[config.mk]
export PLATFORM = sky130hd
export DESIGN_NAME = external_pin_interrupt_unit
export DESIGN_NICKNAME = d
export VERILOG_FILES = /design/src/pkg/epi_pkg.sv /design/src/logic/external_pin_interrupt_unit.sv
export VERILOG_INCLUDE_DIRS = /design/src /design/src/pkg
export SDC_FILE = /design/constraint.sdc
export NUM_CORES = 1
export LEC_CHECK = 0
export ABC_AREA = 1
export ABC_CLOCK_PERIOD_IN_PS = 5700
export BUFFER_PORTS_ARGS = -buffer_cell sky130_fd_sc_hd__buf_2
export CORE_MARGIN = 10
export CORE_UTILIZATION = 45
export CTS_BUF_LIST = sky130_fd_sc_hd__clkbuf_4 sky130_fd_sc_hd__clkbuf_8
export DETAILED_ROUTE_END_ITERATION = 7
export GPL_TIMING_DRIVEN = 0
export PLACE_DENSITY_LB_ADDON = 0.25
export SETUP_SLACK_MARGIN = 0.2
export SKIP_CTS_REPAIR_TIMING = 1
export SYNTH_ARGS = -nofsm -noshare
export SYNTH_HDL_FRONTEND = slang
export SYNTH_SLANG_ARGS = --single-unit
[constraint.sdc]
create_clock -name i_ref_clk -period 5.7 [get_ports i_ref_clk]
set_clock_uncertainty 0.1 [all_clocks]
set_input_delay 0.285 -clock i_ref_clk [delete_from_list [all_inputs] [get_ports i_ref_clk]]
set_output_delay 0.285 -clock i_ref_clk [all_outputs]
set_load 0.01 [all_outputs]
[src/pkg/epi_defines.svh]
`ifndef EPI_DEFINES_SVH
`define EPI_DEFINES_SVH
// register indices, byte address is four times the index
`define IDX_FLAG     8'h1c
`define IDX_MASK     8'h1d
`define IDX_SENSE    8'h1e
`define IDX_GRP_EN   8'h1f
`define IDX_GRP_FLAG 8'h20
`define IDX_GMASK0   8'h21
`define IDX_GMASK1   8'h22
`define IDX_GMASK2   8'h23
// sense field codes
`define SENSE_LOW    2'h0
`define SENSE_ANY    2'h1
`define SENSE_FALL   2'h2
`define SENSE_RISE   2'h3
// bus answers
`define RESP_OKAY    2'h0
`define RESP_SLVERR  2'h2
// request slots
`define REQ_PIN0     0
`define REQ_PIN1     1
`define REQ_GRP0     2
`define REQ_GRP1     3
`define REQ_GRP2     4
`endif

[src/pkg/epi_pkg.sv]
`default_nettype none
package epi_pkg;
  typedef struct packed {
    logic [1:0]  ext_s1;
    logic [1:0]  ext_s2;
    logic [1:0]  ext_prev;
    logic [23:0] pc_s1;
    logic [23:0] pc_s2;
    logic [23:0] pc_prev;
    logic [1:0]  emask;
    logic [3:0]  sense;
    logic [2:0]  gen;
    logic [7:0]  gmask0;
    logic [6:0]  gmask1;
    logic [7:0]  gmask2;
    logic [1:0]  eflag;
    logic [2:0]  gflag;
    logic [4:0]  req;
    logic        wake;
    logic        awready;
    logic        wready;
    logic        arready;
    logic        aw_got;
    logic        w_got;
    logic        w_en;
    logic        bvalid;
    logic        rvalid;
    logic [7:0]  aw_idx;
    logic [7:0]  wdata;
    logic [7:0]  rd_idx;
    logic [1:0]  bresp;
    logic [1:0]  rresp;
    logic [31:0] rdata;
  } state_t;
endpackage
`default_nettype wire

[src/logic/external_pin_interrupt_unit.sv]
// Summary of operation
// - pins raise requests even when driven outputs
// - groups 2,1,0 cover bits 23..16, 14..8, 7..0
// - per-group masks select contributing inputs
// - pin-change detection works without I/O clock
// - level mode requests while pin stays low
// - edge detection needs the I/O clock running
// - low level detected without clock, wakes part
// - I/O clock stopped in sleep except idle
// - short wake level wakes without raising request
// - sense fields: pin1 bits 3:2, pin0 1:0
// - codes: low, any change, falling, rising
// - pin sampled first; longer pulses always caught
// - forward only with pin enable and global enable
// - enable mask bits 7..2 read zero
// - each pin and group has its own vector
// - pending flag: set on edge, cleared, level zero
// - group requests need group and global enable
//
// Implementation choice: register access over AXI4-Lite.
`timescale 1ns/1ns
`default_nettype none
`include "epi_defines.svh"
module external_pin_interrupt_unit
  import epi_pkg::*;
(
  input  wire logic        i_ref_clk,
  input  wire logic        i_rst,
  input  wire logic [9:0]  i_awaddr,
  input  wire logic        i_awvalid,
  output logic             o_awready,
  input  wire logic [31:0] i_wdata,
  input  wire logic [3:0]  i_wstrb,
  input  wire logic        i_wvalid,
  output logic             o_wready,
  output logic [1:0]       o_bresp,
  output logic             o_bvalid,
  input  wire logic        i_bready,
  input  wire logic [9:0]  i_araddr,
  input  wire logic        i_arvalid,
  output logic             o_arready,
  output logic [31:0]      o_rdata,
  output logic [1:0]       o_rresp,
  output logic             o_rvalid,
  input  wire logic        i_rready,
  input  wire logic        i_ext_request_pin_zero,
  input  wire logic        i_ext_request_pin_one,
  input  wire logic [23:0] i_pin_change_inputs,
  input  wire logic        i_global_enable,
  input  wire logic        i_io_clk_en,
  input  wire logic [4:0]  i_vector_taken,
  output logic             o_request_pin_zero,
  output logic             o_request_pin_one,
  output logic             o_pin_group_zero_request,
  output logic             o_pin_group_one_request,
  output logic             o_pin_group_two_request,
  output logic             o_wake
);

  state_t st_reg;
  state_t st_next;

  // one decode shared by write answer and read answer
  function automatic logic is_mapped(input logic [7:0] idx);
    is_mapped = (idx >= `IDX_FLAG) && (idx <= `IDX_GMASK2);
  endfunction

  // sense code against current and previous sample
  function automatic logic edge_hit(input logic [1:0] mode, input logic cur, input logic old);
    unique case (mode)
      `SENSE_LOW:  edge_hit = 1'b0;
      `SENSE_ANY:  edge_hit = cur ^ old;
      `SENSE_FALL: edge_hit = old & ~cur;
      `SENSE_RISE: edge_hit = cur & ~old;
    endcase
  endfunction

  // any enabled input of a group toggled
  function automatic logic any_toggle(input logic [7:0] tog, input logic [7:0] msk);
    any_toggle = |(tog & msk);
  endfunction

  // register read mux, reserved bits come back zero
  function automatic logic [31:0] read_reg(input logic [7:0] idx, input state_t s);
    case (idx)
      `IDX_FLAG:     read_reg = 32'(s.eflag);
      `IDX_MASK:     read_reg = 32'(s.emask);
      `IDX_SENSE:    read_reg = 32'(s.sense);
      `IDX_GRP_EN:   read_reg = 32'(s.gen);
      `IDX_GRP_FLAG: read_reg = 32'(s.gflag);
      `IDX_GMASK0:   read_reg = 32'(s.gmask0);
      `IDX_GMASK1:   read_reg = 32'(s.gmask1);
      `IDX_GMASK2:   read_reg = 32'(s.gmask2);
      default:       read_reg = 32'h0;
    endcase
  endfunction

  // whole next state
  always_comb begin
    logic [1:0] mode;
    logic [1:0] eset;
    logic [1:0] eclr;
    logic [2:0] gset;
    logic [2:0] gclr;
    logic [23:0] tog;
    logic       low_wake;
    logic       wr;
    mode = 2'h0;
    eset = 2'h0;
    gset = 3'h0;
    tog = 24'h0;
    wr = 1'b0;
    eclr = i_vector_taken[`REQ_PIN1:`REQ_PIN0];
    gclr = i_vector_taken[`REQ_GRP2:`REQ_GRP0];
    low_wake = 1'b0;
    st_next = st_reg;

    // pins are read whatever their direction, so software can force events
    st_next.ext_s1 = {i_ext_request_pin_one, i_ext_request_pin_zero};
    st_next.ext_s2 = st_reg.ext_s1;
    st_next.ext_prev = st_reg.ext_s2;
    st_next.pc_s1 = i_pin_change_inputs;
    st_next.pc_s2 = st_reg.pc_s1;
    st_next.pc_prev = st_reg.pc_s2;

    // pin change compare ignores the I/O clock enable
    tog = st_reg.pc_s2 ^ st_reg.pc_prev;
    gset[0] = any_toggle(tog[7:0], st_reg.gmask0);
    gset[1] = any_toggle({1'b0, tog[14:8]}, {1'b0, st_reg.gmask1});
    gset[2] = any_toggle(tog[23:16], st_reg.gmask2);

    // write channel capture, either order
    if (i_awvalid && st_reg.awready) begin
      st_next.aw_got = 1'b1;
      st_next.aw_idx = i_awaddr[9:2];
    end
    if (i_wvalid && st_reg.wready) begin
      st_next.w_got = 1'b1;
      st_next.wdata = i_wdata[7:0];
      st_next.w_en = i_wstrb[0];
    end
    if (st_reg.bvalid && i_bready) begin
      st_next.bvalid = 1'b0;
    end
    wr = st_next.aw_got && st_next.w_got && !st_reg.bvalid;
    if (wr) begin
      st_next.aw_got = 1'b0;
      st_next.w_got = 1'b0;
      st_next.bvalid = 1'b1;
      st_next.bresp = is_mapped(st_next.aw_idx) ? `RESP_OKAY : `RESP_SLVERR;
      if (st_next.w_en) begin
        case (st_next.aw_idx)
          `IDX_FLAG:     eclr = eclr | st_next.wdata[1:0];
          `IDX_MASK:     st_next.emask = st_next.wdata[1:0];
          `IDX_SENSE:    st_next.sense = st_next.wdata[3:0];
          `IDX_GRP_EN:   st_next.gen = st_next.wdata[2:0];
          `IDX_GRP_FLAG: gclr = gclr | st_next.wdata[2:0];
          `IDX_GMASK0:   st_next.gmask0 = st_next.wdata;
          `IDX_GMASK1:   st_next.gmask1 = st_next.wdata[6:0];
          `IDX_GMASK2:   st_next.gmask2 = st_next.wdata;
          default:       ;
        endcase
      end
    end

    // read channel, answer one cycle after the address
    if (st_reg.rvalid && i_rready) begin
      st_next.rvalid = 1'b0;
    end
    if (i_arvalid && st_reg.arready) begin
      st_next.rvalid = 1'b1;
      st_next.rd_idx = i_araddr[9:2];
      st_next.rdata = read_reg(i_araddr[9:2], st_reg);
      st_next.rresp = is_mapped(i_araddr[9:2]) ? `RESP_OKAY : `RESP_SLVERR;
    end
    st_next.awready = !st_next.aw_got && !st_next.bvalid;
    st_next.wready = !st_next.w_got && !st_next.bvalid;
    st_next.arready = !st_next.rvalid;

    // dedicated pins: edges only while the I/O clock runs
    for (int i = 0; i < 2; i++) begin
      mode = st_reg.sense[2*i +: 2];
      eset[i] = i_io_clk_en && edge_hit(mode, st_reg.ext_s2[i], st_reg.ext_prev[i]);
    end
    // set wins over a clear arriving in the same cycle
    st_next.eflag = (st_reg.eflag & ~eclr) | eset;
    st_next.gflag = (st_reg.gflag & ~gclr) | gset;

    // level mode: flag held clear, request follows the pin
    for (int i = 0; i < 2; i++) begin
      mode = st_reg.sense[2*i +: 2];
      if (mode == `SENSE_LOW) begin
        st_next.eflag[i] = 1'b0;
        st_next.req[i] = st_reg.emask[i] && i_global_enable && !st_reg.ext_s2[i];
        low_wake = low_wake || (st_reg.emask[i] && !st_reg.ext_s2[i]);
      end else begin
        st_next.req[i] = st_reg.emask[i] && i_global_enable && st_reg.eflag[i];
      end
    end
    // one request line per vector
    for (int g = 0; g < 3; g++) begin
      st_next.req[`REQ_GRP0+g] = st_reg.gen[g] && i_global_enable && st_reg.gflag[g];
    end
    // wake does not need the global enable; request may still not follow
    st_next.wake = low_wake || |(st_reg.gflag & st_reg.gen);
  end

  // all state zero at reset, nothing enabled
  always_ff @(posedge i_ref_clk or posedge i_rst) begin
    if (i_rst) begin
      st_reg <= '0;
    end else begin
      st_reg <= st_next;
    end
  end

  // outputs straight from flops
  assign o_awready = st_reg.awready;
  assign o_wready = st_reg.wready;
  assign o_bresp = st_reg.bresp;
  assign o_bvalid = st_reg.bvalid;
  assign o_arready = st_reg.arready;
  assign o_rdata = st_reg.rdata;
  assign o_rresp = st_reg.rresp;
  assign o_rvalid = st_reg.rvalid;
  assign o_request_pin_zero = st_reg.req[`REQ_PIN0];
  assign o_request_pin_one = st_reg.req[`REQ_PIN1];
  assign o_pin_group_zero_request = st_reg.req[`REQ_GRP0];
  assign o_pin_group_one_request = st_reg.req[`REQ_GRP1];
  assign o_pin_group_two_request = st_reg.req[`REQ_GRP2];
  assign o_wake = st_reg.wake;

  // level low with enables gives a request next cycle
  property p_level_req;
    @(posedge i_ref_clk) disable iff (i_rst)
    (st_reg.sense[1:0] == `SENSE_LOW && st_reg.emask[0] && !st_reg.ext_s2[0] && i_global_enable)
      |=> o_request_pin_zero;
  endproperty
  a_level_req: assert property (p_level_req) else $error("level request missing");

  property p_level_flag;
    @(posedge i_ref_clk) disable iff (i_rst)
    (st_reg.sense[3:2] == `SENSE_LOW) |=> !st_reg.eflag[1];
  endproperty
  a_level_flag: assert property (p_level_flag) else $error("flag set in level mode");

  property p_fall_sets;
    @(posedge i_ref_clk) disable iff (i_rst)
    (i_io_clk_en && st_reg.sense[1:0] == `SENSE_FALL && st_reg.ext_prev[0] && !st_reg.ext_s2[0])
      |=> st_reg.eflag[0];
  endproperty
  a_fall_sets: assert property (p_fall_sets) else $error("falling edge lost");

  property p_no_edge_sleep;
    @(posedge i_ref_clk) disable iff (i_rst)
    (!i_io_clk_en && !st_reg.eflag[0]) |=> !st_reg.eflag[0];
  endproperty
  a_no_edge_sleep: assert property (p_no_edge_sleep) else $error("edge seen without clock");

  property p_group_toggle;
    @(posedge i_ref_clk) disable iff (i_rst)
    (|((st_reg.pc_s2[23:16] ^ st_reg.pc_prev[23:16]) & st_reg.gmask2)) |=> st_reg.gflag[2];
  endproperty
  a_group_toggle: assert property (p_group_toggle) else $error("group toggle lost");

  property p_masked_off;
    @(posedge i_ref_clk) disable iff (i_rst)
    (st_reg.gmask0 == 8'h00 && !st_reg.gflag[0]) |=> !st_reg.gflag[0];
  endproperty
  a_masked_off: assert property (p_masked_off) else $error("masked input set flag");

  property p_enable_gate;
    @(posedge i_ref_clk) disable iff (i_rst)
    o_request_pin_one |-> $past(st_reg.emask[1]) && $past(i_global_enable);
  endproperty
  a_enable_gate: assert property (p_enable_gate) else $error("request without enables");

  property p_group_gate;
    @(posedge i_ref_clk) disable iff (i_rst)
    o_pin_group_one_request |-> $past(st_reg.gen[1]) && $past(st_reg.gflag[1]);
  endproperty
  a_group_gate: assert property (p_group_gate) else $error("group request without enable");

  property p_mask_reserved;
    @(posedge i_ref_clk) disable iff (i_rst)
    (o_rvalid && st_reg.rd_idx == `IDX_MASK) |-> o_rdata[31:2] == 30'h0;
  endproperty
  a_mask_reserved: assert property (p_mask_reserved) else $error("reserved mask bits set");

  property p_low_wake;
    @(posedge i_ref_clk) disable iff (i_rst)
    (st_reg.sense[1:0] == `SENSE_LOW && st_reg.emask[0] && !st_reg.ext_s2[0]) |=> o_wake;
  endproperty
  a_low_wake: assert property (p_low_wake) else $error("low level gave no wake");

  // vector taken with no fresh edge behind it leaves the flag clear
  property p_pin_taken;
    @(posedge i_ref_clk) disable iff (i_rst)
    (i_vector_taken[`REQ_PIN0] && (st_reg.ext_s2[0] == st_reg.ext_prev[0])) |=> !st_reg.eflag[0];
  endproperty
  a_pin_taken: assert property (p_pin_taken) else $error("pending flag not cleared");

  property p_sense_reserved;
    @(posedge i_ref_clk) disable iff (i_rst)
    (o_rvalid && st_reg.rd_idx == `IDX_SENSE) |-> o_rdata[31:4] == 28'h0;
  endproperty
  a_sense_reserved: assert property (p_sense_reserved) else $error("reserved sense bits set");

  // input 15 sits outside every group, its toggle must not count
  property p_input15_ignored;
    @(posedge i_ref_clk) disable iff (i_rst)
    ((st_reg.pc_s2[15] ^ st_reg.pc_prev[15]) && !st_reg.gflag[1]
      && !(|((st_reg.pc_s2[14:8] ^ st_reg.pc_prev[14:8]) & st_reg.gmask1))) |=> !st_reg.gflag[1];
  endproperty
  a_input15_ignored: assert property (p_input15_ignored) else $error("input 15 set group flag");

endmodule
`default_nettype wire

# --- Word-level counts from Yosys, hierarchy flattened ---
# Cells that the tools add are included.
word_totals:
  in_bits: 96
  word_cells: 152
  ram_bits: 0
  out_inout_bits: 47
  n_memories: 0
  latchBits: 0
  reg_bits: 181
  mem_bits_ro: 0
op_classes:
  magnitude_cmp: 4
  n_addsub: 0
  shift: 0
  n_div: 0
  reduce_logical: 48
  n_bitwise: 23
  n_mux: 26
  eq_ne: 22
  mul: 0
op_table:
  columns: ["op", "count"]
  rows:
  - ["$eq A8 B5 Y1 const B", 8]
  - ["$eq A8 B6 Y1 const B", 8]
  - ["$pmux W8 S8", 1]
  - ["$logic_and A1 B1 Y1", 27]
  - ["$reduce_or A8 Y1", 3]
  - ["$xor A24 B24 Y24", 1]
  - ["$reduce_and A3 Y1", 6]
  - ["$and A8 B8 Y8", 2]
  - ["$ge A8 B5 Y1 const B", 2]
  - ["$le A8 B6 Y1 const B", 2]
  - ["$mux W8", 2]
  - ["$mux W2", 7]
  - ["$mux W1", 11]
  - ["$mux W3", 3]
  - ["$eq A2 B2 Y1 const B", 4]
  - ["$pmux W1 S4", 2]
  - ["$and A7 B7 Y7", 1]
  - ["$logic_not A1 Y1", 7]
  - ["$and A3 B3 Y3", 2]
  - ["$or A3 B3 Y3", 2]
  - ["$and A1 B1 Y1", 4]
  - ["$eq A2 B1 Y1 const B", 2]
  - ["$logic_not A2 Y1", 2]
  - ["$not A1 Y1", 4]
  - ["7 further kinds", 10]

# --- Depth between registers and ports, before layout ---
depth:
  word_depth: 10
  depth_mapped: 12
  mapped_depth_nobuf: 11

# --- Least setup slack after synthesis ---
# Ideal clock, no wire load.
synth_path:
  path_type: "reg-to-reg"
  from: "register st_reg, in the netlist o_wready"
  to: "register st_reg[96] (netlist name)"
  setup_slack_ns: 3.917
  period_less_slack_ns: 1.783
  stages_incl_launch_ff: 13
  path_buffers: 3
  t_arrival_ns: 1.538
  cell_sequence: "dfrtp_1 -> buf_4 -> nand2_2 -> buf_6 -> nand2_2 -> nand2_2 -> nor2_4 -> inv_1 -> nor2_1 -> nand2_2 -> buf_6 -> nand2_1 -> o21ai_1"
synth_via:
  elab_chain_cells: 5
  elab_cells_between_ends: 6
  cone_classes: "2 x mux; 4 x reduce/logical"
synth_lines:
  columns: ["item", "line_no", "rtl"]
  rows:
  - ["start: declaration", "external_pin_interrupt_unit.sv:60", "state_t st_reg;"]
  - ["start signal: assignment", "external_pin_interrupt_unit.sv:213", "st_reg <= st_next;"]
  - ["$logic_and A1 B1 Y1 (*)", "external_pin_interrupt_unit.sv:137", "if (i_wvalid && st_reg.wready) begin"]
  - ["$mux W2", "external_pin_interrupt_unit.sv:137", null]
  - ["$logic_and A1 B1 Y1 (2 in series)", "external_pin_interrupt_unit.sv:145", "wr = st_next.aw_got && st_next.w_got && !st_reg.bvalid;"]
  - ["$reduce_and A3 Y1 (no source line)", null, null]
# Every way passes the cells marked *; elsewhere a longest branch is shown, timed or not.
# A chain may end at the register's enable or synchronous reset.

==> metrics.md <==
| Metric | Value |
|---|---|
| Ys flop type | dfrtp_1 |
| Fmax | 408 MHz |
| Top cell type by total area after synthesis | dfrtp_1 |
| Slew Limit Fails | 0 |
| DIE WIDTH | 138 um |
| Die Y | 138 um |
| Initial antenna violation count | 0 |
| Clk root buf | clkbuf_8 |
| Post-layout min period | 2.45 ns |
| Fin area | 0.00780 mm^2 |
| Worst flop-to-flop path startpoint | o_wready |
| Reg-to-reg slack, setup | 3.25 ns |
| WP buf/inv | 3 |
| DRT iter0 DRCs | 336 |
| Placed Area | 0.00703 mm^2 |
| Die footprint | 0.0190 mm^2 |
| WHS Path Cells | 3 |
| I/O pin count | 143 |
| Setup ws final | 3.25 ns |
| Total power | 2.70 mW |
| Final Hold Fails | 0 |
| Cell family with most CP delay | simple AND/OR/NAND/NOR gates |
| Sum Neg Setup Slack | 0 ns |
| Critical path capture point type | register |
| Hold path start | i_awaddr[5] |
| Distinct cells, synth | 33 |
| Row count | 43 |
| Post-synthesis instance area | 0.00627 mm^2 |
| Synth top area share | 0.607 |
| Hold Path End | st_reg[55] |
| Crit share post-route | 0.430 |
| Drt pass-1 iters | 5 |
| First-pass GRT wire length | 21.6 mm |
| Crit path top cell by count | nand2_1 |
| Max IR drop VDD | 0.000181 V |
| Worst-path clk slew | 0.08 ns |
| Area contributors post-synth | dfrtp_1 61%, nand2_1 10%, buf_4 4.6% |
| Power density cells | 346 mW/mm^2 |
| GPL Wtd Cong | 0.842 |
| FF-to-FF End | st_reg[77] |
| Most common cell in the netlist | nand2_1 |
| Status | completed |
| Max Cap Viol | 0 |
| Total wire length | 13.3 mm |
| Yosys warning total | 0 |
| Synthesized area per cell | 9.64 um^2 |
| Vias in the first global route | 4408 |
| Synth top cells by count | 174 x nand2_1, 152 x dfrtp_1, 61 x inv_1 |
| Routed len/inst | 13.3 um |
| Number of synthesized flops with an enable pin | 0 |
| Initial Util | 0.455 |
| Overall Global Routing Usage | 0.139 |
| Hold WC Path Type | in2reg |
| Seq/Total Area, Yosys | 0.607 |
| Crit path kind | reg2reg |
| Post-Place Worst Slack | 3.61 ns |
| Synth async-reset ratio | 1.00 |
| CP max FO | 10 |
| GRT overflow | 0 |
| Share of cells above drive strength 1 | 0.243 |
| Actual slew at the worst max-slew pin | 1.11 ns |
| Worst Path Arrival | 2.68 ns |
| Vias per cell | 4.57 |
| Largest net degree at the start of global routing | 86 |
| Seq cells post-synth | 152 |
| Slowest-stage cell, CP | dlygate4sd3_1 |
| Clock Sinks | 152 |
| Vias | 4597 |
| Rel. slew slack | 0.250 |
| Finished Core Util | 0.566 |
| RSZ-0062 raised after global routing | false |
| CP required | 5.93 ns |
| Antenna fix cells | 0 |
| Worst setup SP type | register |
| Area Overhead vs Synth | 24.4% |
| Post-layout nets | 913 |
| Max Root-Sink Buffers | 2 |
| Largest register FFs | 81 |
| Reg2Reg Depth | 10 |
| Port bufs | 83 |
| Syn Inst Count | 650 |
| Critical path's largest stage delay | 0.56 ns |
| Post-DRT Antenna Nets | 0 |
| Worst-Skew Late Latency | 0.45 ns |
| Inserted Clock Buffers | 17 |
| Setup violators final | 0 |
| Static leakage | 4.03 nW |
| H-tree depth | 4 |
| Core Footprint | 0.0138 mm^2 |
| DRC | 0 |
| Cells along the critical path | buf_4, nand2_2, buf_6, nand2_1, nand2_1, nor3_1, nand3_1, nand2_1, a21oi_1, dlygate4sd3_1 |
| HPWL after detailed placement | 9.94 mm |
| CTS tree | yes |
worst max-delay path by stage:
stage / from / to / slack [ns] / cells past startpoint
after floorplan: i_rst / o_arready / 1.22 / 1
after global placement: i_rst / st_next[113] / -0.23 / 2
after detailed placement: o_wready / st_reg[104] / 3.61 / 5
after CTS: o_wready / st_reg[76] / 3.60 / 8
after global routing: o_wready / st_reg[77] / 3.12 / 10
final: o_wready / st_reg[77] / 3.25 / 10
power breakdown:
group          total [mW]  switching (mW)  internal (mW)
Clock               0.832           0.403          0.429
Sequential           1.30          0.0784           1.22
Combinational       0.569           0.366          0.202
worst register-to-register path, delay by kind of cell, from the launching register on:
| family | cells | cell delay [ns] |
|---|---|---|
| simple gates | 6 | 0.99 |
| buf+inv | 3 | 0.86 |
| flops | 1 | 0.34 |
| compound gates | 1 | 0.06 |
cells in the final DEF (no fill, tap or decap), types with 2 or more instances in the layout:
| master | n |
|---|---|
| clkbuf_1 | 2 |
| clkinv_4 | 2 |
| buf_6 | 5 |
| xor2_1 | 5 |
| o21ai_2 | 18 |
| o211ai_1 | 3 |
| clkinv_2 | 2 |
| buf_4 | 38 |
| nor2_1 | 49 |
| and2_1 | 5 |
| dfrtp_1 | 152 |
| inv_6 | 5 |
| clkbuf_8 | 20 |
| inv_1 | 60 |
| nand2_1 | 174 |
| or2_2 | 7 |
| o21ai_1 | 10 |
| nor2_4 | 2 |
| conb_1 | 26 |
| nand3_1 | 53 |
| buf_2 | 83 |
| nand2_2 | 9 |
| clkinvlp_4 | 2 |
| nand4_1 | 2 |
| o21ai_0 | 25 |
| dlygate4sd3_1 | 35 |
| ha_1 | 4 |
| nor3_1 | 4 |
| bufinv_16 | 2 |
| a21oi_1 | 10 |
per-stage QoR:
| step | hold slack (ns) | cells |
|---|---|---|
| 2_1_floorplan | 0.216 | 675 |
| 4_1_cts | -0.208 | 971 |
| 5_1_grt | 0.00449 | 1006 |
| 3_5_place_dp | 0.235 | 939 |
| 6_report | 0.00498 | 1006 |
| 3_3_place_gp | 0.232 | 938 |
layout make-up:
cell class	instances	area [um^2]
Tap cell	180	225
Multi-Input combinational cell	415	1970
Buffer	45	349
Clock buffer	20	275
Inverter	63	241
Timing Repair Buffer	119	793
Fill cell	1221	5980
Clock inverter	12	138
Sequential cell	152	3800
routing by layer:
metal	vias to the layer above	routed length, um	track usage	part of all wire
met5	-	0	0	0
met4	0	211	0.0577	0.016
met3	22	785	0.0438	0.059
met2	138	6370	0.222	0.48
met1	2112	5980	0.170	0.45
li1	2325	-	-	-
cells by family after synthesis:
group	after synthesis	synth area share
and+or+nand+nor	311	0.216
DFF	152	0.607
buffers and inverters	108	0.0934
AOI/OAI and AO/OA	69	0.0683
xor gates and xnor gates	5	0.00699
adders and majority gates	4	0.00799
other	1	0.000598
No activity file was read; power rests on OpenSTA's default activity.
